File: src/alarm_pkg.sv
package alarm_pkg;
   // ----------------------------------------
   // Register map (byte offsets)
   // ----------------------------------------
   localparam logic [7:0] CTRL_OFS = 8'h00;
   localparam logic [7:0] STATUS_OFS = 8'h04;
   localparam logic [7:0] RELAY_BASE = 8'h20;
   localparam int RELAY_STRIDE_LG2 = 5;
   localparam logic [4:0] CFG_OFS = 5'h00;
   localparam logic [4:0] MASK_OFS = 5'h04;
   localparam logic [4:0] EQN_OFS = 5'h08;
   localparam logic [4:0] TIMA_OFS = 5'h0C;
   localparam logic [4:0] TIMB_OFS = 5'h10;
   // ----------------------------------------
   // Field positions
   // ----------------------------------------
   localparam int CTRL_AUTO_ACK = 0;
   localparam int CFG_NORM_ENERG = 0;
   localparam int CFG_BUZZER = 1;
   localparam int CFG_LATCH = 2;
   localparam int CFG_SRC_LO = 3;
   localparam int CFG_FAULT_CNT = 5;
   localparam int CFG_VOTE_LO = 8;
   localparam int TIM_LO_LO = 0;
   localparam int TIM_HI_LO = 16;
   localparam int TIM_W = 10;
   localparam int ST_MODE_LO = 0;
   localparam int ST_ACTIVE_LO = 4;
   localparam int ST_FAIL_LO = 8;
   localparam int ST_BUZZ = 10;
   // ----------------------------------------
   // Timing
   // ----------------------------------------
   localparam int MS_PER_SEC = 1000;
   localparam int FAST_BLINK_MS = 50;
   localparam int SLOW_HALF_MS = 500;
   localparam logic [9:0] HOLD_MAX_S = 10'h384;
   localparam logic [9:0] AUTO_MIN_S = 10'h00F;
   localparam logic [9:0] AUTO_MAX_S = 10'h384;
   localparam logic [7:0] LFSR_SEED = 8'hA5;
   // ----------------------------------------
   // Enumerations
   // ----------------------------------------
   typedef enum logic [1:0] {
      MODE_NORMAL = 2'b00,
      MODE_CONFIG = 2'b01,
      MODE_UPDATE = 2'b10
   } op_mode_t;
   typedef enum logic [1:0] {
      SRC_OR = 2'b00,
      SRC_EQUATION = 2'b01,
      SRC_VOTING = 2'b10
   } relay_src_t;
   typedef enum logic [1:0] {
      OP_OR = 2'b00,
      OP_AND = 2'b01,
      OP_NOR = 2'b10,
      OP_NAND = 2'b11
   } gate_op_t;
   typedef enum logic [1:0] {
      RLY_IDLE = 2'b00,
      RLY_DELAY = 2'b01,
      RLY_ACTIVE = 2'b10,
      RLY_SILENT = 2'b11
   } relay_state_t;
endpackage

File: src/alarm_relay_sequencer.sv
// Added by the designer: the Wishbone slave port and the register offsets.
`timescale 1ns/1ns
module alarm_relay_sequencer
   import alarm_pkg::*;
#(
   parameter int NRLY = 4,
   parameter int NLINE = 2,
   parameter int LEVELS = 4,
   parameter int MS_CYCLES = 100000
) (
   // Clock and reset
   input wire logic clk_i,
   input wire logic rst_i,
   // Wishbone slave
   input wire logic wb_cyc_i,
   input wire logic wb_stb_i,
   input wire logic wb_we_i,
   input wire logic [7:0] wb_adr_i,
   input wire logic [3:0] wb_sel_i,
   input wire logic [31:0] wb_dat_i,
   output logic [31:0] wb_dat_o,
   output logic wb_ack_o,
   // Operator controls
   input wire logic [1:0] selector_i,
   input wire logic ctrl_reset_btn_i,
   input wire logic ack_local_i,
   input wire logic ack_remote_closed_i,
   input wire logic shown_chan_alarm_i,
   // Detection events
   input wire logic [(2**LEVELS)-1:0] alarm_evt_i,
   input wire logic [(2**LEVELS)-1:0] fault_evt_i,
   // Communication lines
   input wire logic [NLINE-1:0] line_present_i,
   input wire logic [NLINE-1:0] line_fail_i,
   input wire logic [NLINE-1:0] line_poor_i,
   input wire logic [NLINE-1:0] line_tx_act_i,
   input wire logic [NLINE-1:0] line_rx_act_i,
   // Relays and indicators
   output logic [NRLY-1:0] relay_coil_o,
   output logic [NRLY-1:0] relay_led_o,
   output logic fault_relay_o,
   output logic buzzer_o,
   output logic fail_led_o,
   output logic grayscale_o,
   output logic [1:0] mode_o,
   output logic [NLINE-1:0] line_tx_led_o,
   output logic [NLINE-1:0] line_rx_led_o
);
   localparam int NEV = 2**LEVELS;
   localparam int NNODE = NEV - 1;

   // Refuse sizes the register map and gate tree cannot hold
   if (NRLY < 1 || NRLY > 4 || NLINE < 1 || NLINE > 2 || LEVELS < 1 || LEVELS > 4 || MS_CYCLES < 1) begin : g_bad_param
      $error("alarm_relay_sequencer: unsupported parameter values");
   end

   // ----------------------------------------
   // Reset, mode and acknowledge
   // ----------------------------------------
   logic rst;
   logic [1:0] mode_r;
   logic run;
   logic cfg_wr_ok;
   logic ack_raw;
   logic ack_d_r;
   logic ack_pulse;

   assign rst = rst_i | ctrl_reset_btn_i;
   assign run = (mode_r == MODE_NORMAL);
   assign cfg_wr_ok = (mode_r == MODE_CONFIG);
   assign ack_raw = ack_local_i | ack_remote_closed_i;
   assign ack_pulse = ack_raw & ~ack_d_r;

   always_ff @(posedge clk_i) begin
      if (rst) begin
         mode_r <= MODE_NORMAL;
         ack_d_r <= 1'b0;
      end else begin
         // Position 3 is not a detent; treat it as configuration so relays freeze
         mode_r <= (selector_i == MODE_UPDATE) ? MODE_UPDATE :
                   (selector_i == MODE_NORMAL) ? MODE_NORMAL : MODE_CONFIG;
         ack_d_r <= ack_raw;
      end
   end

   // ----------------------------------------
   // Time base
   // ----------------------------------------
   logic [$clog2(MS_CYCLES+1)-1:0] div_r;
   logic [9:0] ms_r;
   logic ms_tick;
   logic sec_tick;
   logic fast_tick;
   logic slow_phase_r;
   logic [7:0] lfsr_r;

   assign ms_tick = (div_r == ($clog2(MS_CYCLES+1))'(MS_CYCLES - 1));
   assign sec_tick = ms_tick && (ms_r == 10'(MS_PER_SEC - 1));
   assign fast_tick = ms_tick && ((ms_r % 10'(FAST_BLINK_MS)) == 10'(FAST_BLINK_MS - 1));

   always_ff @(posedge clk_i) begin
      if (rst) begin
         div_r <= '0;
         ms_r <= '0;
         slow_phase_r <= 1'b0;
         lfsr_r <= LFSR_SEED;
      end else begin
         div_r <= ms_tick ? '0 : div_r + 1'b1;
         if (ms_tick) begin
            ms_r <= sec_tick ? '0 : ms_r + 10'h001;
            if (ms_r == 10'(MS_PER_SEC - 1) || ms_r == 10'(SLOW_HALF_MS - 1)) begin
               slow_phase_r <= (ms_r == 10'(SLOW_HALF_MS - 1));
            end
         end
         if (fast_tick) begin
            lfsr_r <= {lfsr_r[6:0], lfsr_r[7] ^ lfsr_r[5] ^ lfsr_r[4] ^ lfsr_r[3]};
         end
      end
   end

   // ----------------------------------------
   // Wishbone slave
   // ----------------------------------------
   logic req;
   logic wr_req;
   logic hit_ctrl;
   logic hit_relay;
   logic [2:0] rly_idx;
   logic [4:0] rly_ofs;
   logic [31:0] ctrl_r;
   logic [31:0] status_w;
   logic [31:0] rd_relay [NRLY];
   logic [31:0] rd_data;
   logic [NRLY-1:0] active_w;
   logic any_line_fail;
   logic buzz_pend_r;

   function automatic logic [31:0] merge(input logic [31:0] old, input logic [31:0] nw, input logic [3:0] sel);
      logic [31:0] res;
      res = old;
      for (int b = 0; b < 4; b++) begin
         if (sel[b]) begin
            res[b*8 +: 8] = nw[b*8 +: 8];
         end
      end
      return res;
   endfunction

   assign req = wb_cyc_i & wb_stb_i & ~wb_ack_o;
   assign wr_req = req & wb_we_i & cfg_wr_ok;
   assign hit_ctrl = (wb_adr_i == CTRL_OFS);
   assign rly_idx = 3'(wb_adr_i[7:RELAY_STRIDE_LG2] - RELAY_BASE[7:RELAY_STRIDE_LG2]);
   assign rly_ofs = wb_adr_i[RELAY_STRIDE_LG2-1:0];
   assign hit_relay = (wb_adr_i >= RELAY_BASE) && (rly_idx < 3'(NRLY));
   assign status_w = {21'h0, buzz_pend_r, 2'(any_line_fail), 4'(active_w), 2'h0, mode_r};
   assign rd_data = hit_ctrl ? ctrl_r :
                    (wb_adr_i == STATUS_OFS) ? status_w :
                    hit_relay ? rd_relay[rly_idx[1:0]] : 32'h00000000;

   always_ff @(posedge clk_i) begin
      if (rst) begin
         wb_ack_o <= 1'b0;
         wb_dat_o <= 32'h00000000;
         ctrl_r <= 32'h00000000;
      end else begin
         wb_ack_o <= req;
         wb_dat_o <= req ? rd_data : 32'h00000000;
         if (wr_req && hit_ctrl) begin
            ctrl_r <= merge(ctrl_r, wb_dat_i, wb_sel_i) & 32'h00000001;
         end
      end
   end

   // ----------------------------------------
   // Alarm relays
   // ----------------------------------------
   logic [NEV-1:0] ev_alarm;
   logic [NEV-1:0] ev_fault;

   assign ev_alarm = alarm_evt_i;
   assign ev_fault = fault_evt_i;

   for (genvar i = 0; i < NRLY; i++) begin : g_rly
      logic [31:0] cfg_r;
      logic [31:0] mask_r;
      logic [31:0] eqn_r;
      logic [31:0] tima_r;
      logic [31:0] timb_r;
      relay_state_t st_r;
      relay_state_t st_nxt;
      logic [TIM_W-1:0] tmr_r;
      logic acked_r;
      logic [NEV-1:0] ev;
      logic [NEV-1:0] leaf;
      logic [2*NEV-2:0] node;
      logic [4:0] votes;
      logic cond;
      logic sel_me;
      logic [TIM_W-1:0] t_delay;
      logic [TIM_W-1:0] t_hold;
      logic [TIM_W-1:0] t_auto;
      logic [TIM_W-1:0] t_react;
      logic hold_ok;
      logic release_ok;

      assign ev = ev_alarm | (ev_fault & {NEV{cfg_r[CFG_FAULT_CNT]}});
      assign leaf = ev & mask_r[NEV-1:0];
      assign node[2*NEV-2:NNODE] = leaf;
      // Heap-ordered gate tree: depth LEVELS gives the parenthesis nesting
      for (genvar k = 0; k < NNODE; k++) begin : g_node
         logic a;
         logic b;
         assign a = node[2*k+1];
         assign b = node[2*k+2];
         assign node[k] = (eqn_r[2*k +: 2] == OP_OR) ? (a | b) :
                          (eqn_r[2*k +: 2] == OP_AND) ? (a & b) :
                          (eqn_r[2*k +: 2] == OP_NOR) ? ~(a | b) : ~(a & b);
      end
      assign votes = 5'($countones(leaf));
      assign cond = (cfg_r[CFG_SRC_LO +: 2] == SRC_EQUATION) ? node[0] :
                    (cfg_r[CFG_SRC_LO +: 2] == SRC_VOTING) ?
                       (votes >= {1'b0, cfg_r[CFG_VOTE_LO +: 4]}) :
                    (|leaf);

      // Out-of-range settings are clamped rather than refused
      assign t_delay = tima_r[TIM_LO_LO +: TIM_W];
      assign t_hold = (tima_r[TIM_HI_LO +: TIM_W] > HOLD_MAX_S) ? HOLD_MAX_S : tima_r[TIM_HI_LO +: TIM_W];
      assign t_auto = (timb_r[TIM_LO_LO +: TIM_W] < AUTO_MIN_S) ? AUTO_MIN_S :
                      (timb_r[TIM_LO_LO +: TIM_W] > AUTO_MAX_S) ? AUTO_MAX_S : timb_r[TIM_LO_LO +: TIM_W];
      assign t_react = (timb_r[TIM_HI_LO +: TIM_W] < AUTO_MIN_S) ? AUTO_MIN_S :
                       (timb_r[TIM_HI_LO +: TIM_W] > AUTO_MAX_S) ? AUTO_MAX_S : timb_r[TIM_HI_LO +: TIM_W];
      assign hold_ok = (tmr_r >= t_hold);
      assign release_ok = hold_ok && !cond &&
                          (!cfg_r[CFG_LATCH] || ctrl_r[CTRL_AUTO_ACK] || acked_r);
      assign sel_me = wr_req && hit_relay && (rly_idx == 3'(i));
      assign active_w[i] = (st_r == RLY_ACTIVE);
      assign rd_relay[i] = (rly_ofs == CFG_OFS) ? cfg_r :
                           (rly_ofs == MASK_OFS) ? mask_r :
                           (rly_ofs == EQN_OFS) ? eqn_r :
                           (rly_ofs == TIMA_OFS) ? tima_r :
                           (rly_ofs == TIMB_OFS) ? timb_r : {30'h00000000, st_r};

      always_comb begin
         st_nxt = st_r;
         case (st_r)
            RLY_IDLE: begin
               if (cond) begin
                  st_nxt = RLY_DELAY;
               end
            end
            RLY_DELAY: begin
               if (!cond) begin
                  st_nxt = RLY_IDLE;
               end else if (tmr_r >= t_delay) begin
                  st_nxt = RLY_ACTIVE;
               end
            end
            RLY_ACTIVE: begin
               if (release_ok) begin
                  st_nxt = RLY_IDLE;
               end else if (cfg_r[CFG_BUZZER] && hold_ok && (ack_pulse || tmr_r >= t_auto)) begin
                  st_nxt = RLY_SILENT;
               end
            end
            RLY_SILENT: begin
               if (!cond) begin
                  st_nxt = RLY_IDLE;
               end else if (tmr_r >= t_react) begin
                  st_nxt = RLY_ACTIVE;
               end
            end
            default: st_nxt = RLY_IDLE;
         endcase
      end

      always_ff @(posedge clk_i) begin
         if (rst) begin
            cfg_r <= 32'h00000000;
            mask_r <= 32'h00000000;
            eqn_r <= 32'h00000000;
            tima_r <= 32'h00000000;
            timb_r <= 32'h00000000;
         end else if (sel_me) begin
            if (rly_ofs == CFG_OFS) cfg_r <= merge(cfg_r, wb_dat_i, wb_sel_i) & 32'h00000F7F;
            if (rly_ofs == MASK_OFS) mask_r <= merge(mask_r, wb_dat_i, wb_sel_i) & 32'(2**NEV - 1);
            if (rly_ofs == EQN_OFS) eqn_r <= merge(eqn_r, wb_dat_i, wb_sel_i) & 32'h3FFFFFFF;
            if (rly_ofs == TIMA_OFS) tima_r <= merge(tima_r, wb_dat_i, wb_sel_i) & 32'h03FF03FF;
            if (rly_ofs == TIMB_OFS) timb_r <= merge(timb_r, wb_dat_i, wb_sel_i) & 32'h03FF03FF;
         end
      end

      // State and timers freeze outside normal mode and carry on when it returns
      always_ff @(posedge clk_i) begin
         if (rst) begin
            st_r <= RLY_IDLE;
            tmr_r <= '0;
            acked_r <= 1'b0;
            relay_coil_o[i] <= 1'b0;
            relay_led_o[i] <= 1'b0;
         end else begin
            if (run) begin
               st_r <= st_nxt;
               if (st_nxt != st_r) begin
                  tmr_r <= '0;
               end else if (sec_tick && tmr_r != '1) begin
                  tmr_r <= tmr_r + 1'b1;
               end
               if (st_nxt != RLY_ACTIVE) begin
                  acked_r <= 1'b0;
               end else if (ack_pulse) begin
                  acked_r <= 1'b1;
               end
            end
            relay_coil_o[i] <= active_w[i] ^ cfg_r[CFG_NORM_ENERG];
            relay_led_o[i] <= active_w[i] ^ cfg_r[CFG_NORM_ENERG];
         end
      end
   end

   // ----------------------------------------
   // Communication line LEDs
   // ----------------------------------------
   for (genvar l = 0; l < NLINE; l++) begin : g_line
      logic tx_seen_r;
      logic rx_seen_r;

      always_ff @(posedge clk_i) begin
         if (rst) begin
            tx_seen_r <= 1'b0;
            rx_seen_r <= 1'b0;
            line_tx_led_o[l] <= 1'b0;
            line_rx_led_o[l] <= 1'b0;
         end else begin
            // New activity in the tick cycle wins over the clear
            tx_seen_r <= line_tx_act_i[l] | (tx_seen_r & ~fast_tick);
            rx_seen_r <= line_rx_act_i[l] | (rx_seen_r & ~fast_tick);
            if (!line_present_i[l]) begin
               line_tx_led_o[l] <= 1'b0;
               line_rx_led_o[l] <= 1'b0;
            end else if (line_fail_i[l]) begin
               line_tx_led_o[l] <= slow_phase_r;
               line_rx_led_o[l] <= 1'b0;
            end else if (fast_tick) begin
               if (line_poor_i[l]) begin
                  line_tx_led_o[l] <= line_tx_led_o[l] ^ lfsr_r[2*l];
                  line_rx_led_o[l] <= line_rx_led_o[l] ^ lfsr_r[2*l+1];
               end else begin
                  line_tx_led_o[l] <= tx_seen_r & ~line_tx_led_o[l];
                  line_rx_led_o[l] <= rx_seen_r & ~line_rx_led_o[l];
               end
            end
         end
      end
   end

   // ----------------------------------------
   // Fault relay, buzzer and indicators
   // ----------------------------------------
   logic alarm_any;
   logic alarm_d_r;
   logic new_alarm;

   assign any_line_fail = |(line_fail_i & line_present_i);
   assign alarm_any = |active_w;
   assign new_alarm = alarm_any & ~alarm_d_r;

   always_ff @(posedge clk_i) begin
      if (rst) begin
         alarm_d_r <= 1'b0;
         buzz_pend_r <= 1'b0;
         fault_relay_o <= 1'b0;
         buzzer_o <= 1'b0;
         fail_led_o <= 1'b0;
         grayscale_o <= 1'b0;
         mode_o <= MODE_NORMAL;
      end else begin
         alarm_d_r <= alarm_any;
         // A fresh alarm in the acknowledge cycle keeps the buzzer pending
         buzz_pend_r <= new_alarm | (buzz_pend_r & ~ack_pulse);
         // Fault relay is held energized while healthy so a supply loss also trips it
         fault_relay_o <= ~any_line_fail;
         buzzer_o <= any_line_fail | buzz_pend_r;
         fail_led_o <= any_line_fail;
         grayscale_o <= shown_chan_alarm_i;
         mode_o <= mode_r;
      end
   end
endmodule

File: config.mk
export PLATFORM = sky130hd
export DESIGN_NAME = alarm_relay_sequencer
export DESIGN_NICKNAME = d
export VERILOG_FILES = /design/src/alarm_pkg.sv /design/src/alarm_relay_sequencer.sv
export SDC_FILE = /design/constraint.sdc
export NUM_CORES = 2
export LEC_CHECK = 0
export BUFFER_PORTS_ARGS = -buffer_cell sky130_fd_sc_hd__buf_4
export CAP_MARGIN = 15
export CORE_MARGIN = 4
export CORE_UTILIZATION = 45
export DETAILED_ROUTE_END_ITERATION = 8
export PLACE_DENSITY = 0.66
export SETUP_SLACK_MARGIN = 0.5
export SYNTH_ARGS = -nofsm -noshare
export SYNTH_HDL_FRONTEND = slang
export SYNTH_SLANG_ARGS = --single-unit
File: constraint.sdc
create_clock -name clk_i -period 11 [get_ports clk_i]
set_input_delay 2.2 -clock clk_i [delete_from_list [all_inputs] [get_ports clk_i]]
set_output_delay 2.2 -clock clk_i [all_outputs]
set_load 0.01 [all_outputs]
# Yosys cells after proc, flatten, opt, wreduce, memory -nomap -nowiden
# Cells that the tools add are included.
word_totals:
  ff_bits: 533
  input_bits: 97
  out_inout_bits: 51
  word_cells: 1194
op_classes:
  n_addsub: 67
  n_div: 1
  n_lt_le_gt_ge: 43
  eq_ne: 166
  muxes: 290
  bitwise_logic: 302
  n_reduce_logical: 218
ops:
  columns: ["op", "n"]
  rows:
  - ["2-to-1 mux 30 bit", 12]
  - ["2-to-1 mux 10 bit", 29]
  - ["2-to-1 mux 26 bit", 8]
  - ["2-to-1 mux 1 bit", 203]
  - ["AND reduction 3 bit", 64]
  - ["greater-or-equal comparator 10 bit", 16]
  - ["equality test 2 bit (second input constant)", 73]
  - ["equality test 2 x 1 -> 1 bit (second input constant)", 69]
  - ["NOT 1 bit", 134]
  - ["zero test 2 bit", 66]
  - ["bitwise AND 16 bit", 8]
  - ["greater-than comparator 10 bit (second input constant)", 12]
  - ["< comparator 10 x 4 -> 1 bit (second input constant)", 8]
  - ["bitwise AND 1 bit", 75]
  - ["OR 1 bit", 68]
  - ["adder 1 x 1 -> 2 bit", 32]
  - ["binary-select mux 32 bit (select 2 bit)", 1]
  - ["2-to-1 mux 32 bit", 2]
  - ["OR 16 bit", 4]
  - ["OR reduction 16 bit", 4]
  - ["2-to-1 mux 2 bit", 29]
  - ["adder 10 x 1 -> 10 bit (second input constant)", 5]
  - ["adder 2 x 2 -> 3 bit", 16]
  - ["inequality test 10 bit (second input constant)", 4]
  - ["other kinds (38)", 145]

# Logic depth before layout (Yosys ltp)
logic_depth:
  word_depth: 32
  mapped_depth: 25
  mapped_depth_nobuf: 24

# Least setup slack after synthesis
# Ideal clock, no wire load.
synth_timing:
  path_kind: "input port to flip-flop"
  start: "in fault_evt_i[7]"
  end: "reg g_rly[0].tmr_r[8]"
  setup_time_ns: 0.134
  arrival_time_ns: 7.173
  required_ns: 10.866
  setup_slack_ns: 3.694
  path_stages: 21
  path_buffers: 0
  cell_sequence: "a21o_1 -> and2_1 -> fa_1 -> inv_1 -> fa_1 -> fa_1 -> fa_1 -> inv_1 -> ha_1 -> fa_1 -> ha_1 -> a21o_1 -> a21o_1 -> a2111oi_0 -> a21o_1 -> o32a_1 -> nand2_2 -> mux2i_4 -> or2b_2 -> nand2_4 -> a211oi_2"
synth_via:
  elab_chain_len: 32
synth_rtl:
  columns: ["element", "line_no", "source"]
  rows:
  - ["from (decl)", "alarm_relay_sequencer.sv:31", "input wire logic [(2**LEVELS)-1:0] fault_evt_i,"]
  - ["bitwise AND 16 bit (*)", "alarm_relay_sequencer.sv:206", "assign ev = ev_alarm | (ev_fault & {NEV{cfg_r[CFG_FAULT_CNT]}});"]
  - ["OR 16 bit (*)", "alarm_relay_sequencer.sv:206", null]
  - ["bitwise AND 16 bit (*)", "alarm_relay_sequencer.sv:207", "assign leaf = ev & mask_r[NEV-1:0];"]
  - ["parallel branches: the longest is 20 deep, another holds adder 4 x 4 -> 5 bit", null, null]
  - ["2-to-1 mux 1 bit (*)", "alarm_relay_sequencer.sv:220", "assign cond = (cfg_r[CFG_SRC_LO +: 2] == SRC_EQUATION) ? node[0] :"]
  - ["zero test 1 bit", null, null]
  - ["logical AND 1 bit (2 in a row)", "alarm_relay_sequencer.sv:233", "assign release_ok = hold_ok && !cond &&"]
  - ["2-to-1 mux 2 bit", "alarm_relay_sequencer.sv:259", "if (release_ok) begin"]
  - ["one-hot mux 2 bit (4 select lines) (*)", "alarm_relay_sequencer.sv:245", "case (st_r)"]
  - ["inequality test 2 bit (*)", "alarm_relay_sequencer.sv:303", "if (st_nxt != st_r) begin"]
  - ["nonzero test 2 bit (no line)", null, null]
  - ["AND reduction 2 bit (no line)", null, null]
  - ["to (signal assigned)", "alarm_relay_sequencer.sv:306", "tmr_r <= tmr_r + 1'b1;"]
  - ["to (decl)", "alarm_relay_sequencer.sv:191", "logic [TIM_W-1:0] tmr_r;"]
# Mark *: on every way between the ends.
# A chain may end at the register's enable or synchronous reset.

# Final worst setup path
layout_timing:
  start: "in fault_evt_i[11]"
  end: "reg g_rly[2].tmr_r[6]"
layout_via:
  elab_chain_len: 32
layout_rtl:
  columns: ["element", "line_no"]
  rows:
  - ["bitwise AND 16 bit (*)", "alarm_relay_sequencer.sv:206"]
  - ["OR 16 bit (*)", "alarm_relay_sequencer.sv:206"]
  - ["bitwise AND 16 bit (*)", "alarm_relay_sequencer.sv:207"]
  - ["parallel branches: the longest is 20 deep, another holds adder 4 x 4 -> 5 bit", null]
  - ["2-to-1 mux 1 bit (*)", "alarm_relay_sequencer.sv:220"]
  - ["zero test 1 bit", null]
  - ["logical AND 1 bit (2 in a row)", "alarm_relay_sequencer.sv:233"]
  - ["2-to-1 mux 2 bit", "alarm_relay_sequencer.sv:259"]
  - ["one-hot mux 2 bit (4 select lines) (*)", "alarm_relay_sequencer.sv:245"]
  - ["inequality test 2 bit (*)", "alarm_relay_sequencer.sv:303"]
  - ["nonzero test 2 bit (no line)", null]
  - ["AND reduction 2 bit (no line)", null]
  - ["to (signal assigned)", "alarm_relay_sequencer.sv:306"]
  - ["to (decl)", "alarm_relay_sequencer.sv:191"]
# Marked as above.

==> impl_metrics.env <==
export IMPL_outcome="complete, no violations"
export IMPL_endpoint_kind="flip-flop"
export IMPL_num_nets_final=4238
export IMPL_vdd_drop_max_uv=119.1
export IMPL_pwr_density_cell_mw_per_mm2=117.2
export IMPL_detail_route_first_pass_iterations=8
export IMPL_grt_overflow_total=0
export IMPL_final_layout_size_suffix_gt1_frac=0.09061
export IMPL_die_y_microns=280.3
export IMPL_vias=29690
export IMPL_rows=99
export IMPL_cts_hold_buf=0
export IMPL_max_cap_violations=0
export IMPL_fin_crit_sh=0.6825
export IMPL_numCtsBuffers=58
export IMPL_pre_cts_ws_ns=2.918
export IMPL_slew_viol_final=0
export IMPL_io_buffers=143
export IMPL_placed_cells=4781
export IMPL_drt_initial_drc_count=3437
export IMPL_hp_class="flip-flop to flip-flop"
export IMPL_htree_levels=2
export IMPL_num_io_pins=148
export IMPL_syn_inst=3860
export IMPL_core_area_sq_mm=0.07321
export IMPL_finClkSkew_ns=0.03191
export IMPL_dp_hpwl_microns=85440
export IMPL_clk_latency_ns=0.64
export IMPL_cts_tree="built"
export IMPL_cp_max_fo=9
export IMPL_drt_total_wl_microns=115600
export IMPL_grt_first_pass_wirelength_microns=172200
export IMPL_track_usage=0.2846
export IMPL_synthFlopType="dfxtp_1"
export IMPL_yosys_cell_types_count=103
export IMPL_synth_area_sq_mm=0.03336
export IMPL_layout_cells_non_filler=4890
export IMPL_cts_root_buf="clkbuf_16"
export IMPL_wl_per_cell_microns=23.63
export IMPL_slew_headroom=0.2400
export IMPL_clk_path_buf_depth=3
export IMPL_yosys_top_cells_count="nor2_1, dfxtp_1, mux2i_1, nand2_1, ha_1"
export IMPL_hold_viol=0
export IMPL_power_leakage_nw=16.80
export IMPL_dieArea_sq_mm=0.07855
export IMPL_setup_viol=0
export IMPL_synth_top_area_frac=0.3187
export IMPL_synthMostInstantiatedCell="nor2_1"
export IMPL_rsz0062_at_grt="no"
export IMPL_yosysTopAreaCell="dfxtp_1"
export IMPL_synth_edf_count=0
export IMPL_final_util=0.5076
export IMPL_start_kind="input port"
export IMPL_fp_dieW_microns=280.3
export IMPL_synthTopCellsByArea="dfxtp_1, mux2i_1, ha_1"
export IMPL_cts_sinks=531
export IMPL_grt_pass1_vias=27340
export IMPL_initial_utilization=0.4557
export IMPL_seq_area_frac_synth=0.3187
export IMPL_cts_resized_gates=0
export IMPL_fin_ws_ns=3.492
export IMPL_via_per_inst=6.072
export IMPL_remaining_drc_errors=0
export IMPL_synth_seq_cells=531
export IMPL_cts_setup_buffers=0
export IMPL_grt_max_degree=87
export IMPL_gp_congestion=0.9643
export IMPL_ant_nets=0
export IMPL_yosys_warnings=0
export IMPL_fin_setup_tns_ns=0
export IMPL_crit_required_ns=11.56
export IMPL_worstSetupPathType="input port to flip-flop"
export IMPL_synth_avg_cell_area_sq_um=8.642
export IMPL_area_growth_pct=11.41
export IMPL_worst_pin_slew_ns=1.122
export IMPL_synthArstFlopShare=0
export IMPL_grt_antenna_before_repair=3
export IMPL_worstPathArrival_ns=8.07
export IMPL_max_freq_mhz=133.2
export IMPL_period_needed_ns=7.508
export IMPL_clk_pin_slew_ns=0.06
worst paths after layout:
| kind | slack (ns) | depth (start not counted) | end | startpoint |
|---|---|---|---|---|
| setup / recovery | 3.49 | 23 | g_rly[2].tmr_r[6] | fault_evt_i[11] |
| hold reg to reg | 0.46 | 1 | buzz_pend_r | alarm_d_r |
| setup reg to reg | 4.33 | 21 | g_rly[2].tmr_r[6] | g_rly[2].cfg_r[5] |
| hold / removal | 0.46 | 1 | buzz_pend_r | alarm_d_r |
layout by cell type, fill, tap and decap left out, drive strengths merged, types with 78 or more instances in the layout:
master | Yosys | layout
nor2 | 593 | 593
inv | 209 | 211
ha | 219 | 219
dfxtp | 531 | 531
nand2 | 230 | 230
a21oi | 176 | 176
mux2i | 417 | 417
nand3 | 122 | 122
buf | 42 | 167
o21ai | 103 | 103
a21o | 142 | 142
clkbuf | 164 | 78
routing by layer:
layer | wire length (microns) | GRT usage | up-vias
li1 | - | - | 13860
met1 | 49060 | 0.3954 | 14240
met3 | 10870 | 0.04826 | 254
met5 | 11 | 0 | -
met2 | 50130 | 0.4369 | 1338
met4 | 5499 | 0.1242 | 2
registers in the layout (all words and copies together), names as in the netlist, 8 cells and up:
name and cells:
div_r 17, lfsr_r 8, g_rly.tmr_r 40, wb_dat_o 30
ms_r 10, g_rly.cfg_r 44, g_rly.tima_r 80, g_rly.eqn_r 120
g_rly.timb_r 80, g_rly.mask_r 64, g_rly.st_r 8
report_power, final:
part | internal (W) | total, W | leakage [nW] | switching (W)
Sequential | 0.00193 | 0.00193 | 4.28 | 0.00000234
Clock | 0.00132 | 0.00218 | 1.03 | 0.000860
Combinational | 0.0000644 | 0.000247 | 11.5 | 0.000182
Total | 0.00331 | 0.00436 | 16.8 | 0.00104
critical path, stage by stage:
cell      delay [ns]
buf_4           0.13
a21o_1          0.18
nand2_1         0.15
inv_1           0.08
fa_1            0.53
inv_1           0.05
fa_1            0.54
fa_1            0.45
fa_1            0.49
inv_1           0.04
ha_1            0.19
fa_1            0.41
xor2_1          0.18
ha_1            0.26
nor2b_1         0.12
o21ai_0         0.11
a21oi_1         0.26
o21ai_0         0.17
a31oi_4         0.42
mux2i_4         0.50
nand2b_1        0.18
nand2_1         0.21
a21oi_1         0.20
cell families (layout without fill, tap and decap cells):
family          Yosys count  in the layout  synth area share
simple gates           1332           1332            0.1857
compound gates          767            767            0.1637
flops                   531            531            0.3187
mux                     457            457            0.1506
buf+inv                 415            483           0.04869
fa+ha+maj               267            267            0.1086
xor+xnor                 90             90           0.02386
other cells               1              4         0.0001124
area by class of cell:
type	count	area, sq um
flip-flops and latches	531	10630
inverters	209	784.5
repair buffers	167	1254
diodes	2	5.005
well taps	959	1200
clock inverters	29	460.4
multi-input cells	2915	21160
fillers	6887	36040
clock buffers	78	1668
metrics by stage:
stage	area [sq um]	hold slack, ns	total power (W)
6_report	37160	0.4575	0.004357
5_1_grt	37160	0.4651	0.004454
4_1_cts	37160	0.4528	0.004369
3_5_place_dp	35030	0.4380	0.002209
3_3_place_gp	35030	0.4355	0.002209
2_1_floorplan	33360	0.4169	0.002089
No activity file was read; power rests on OpenSTA's default activity.
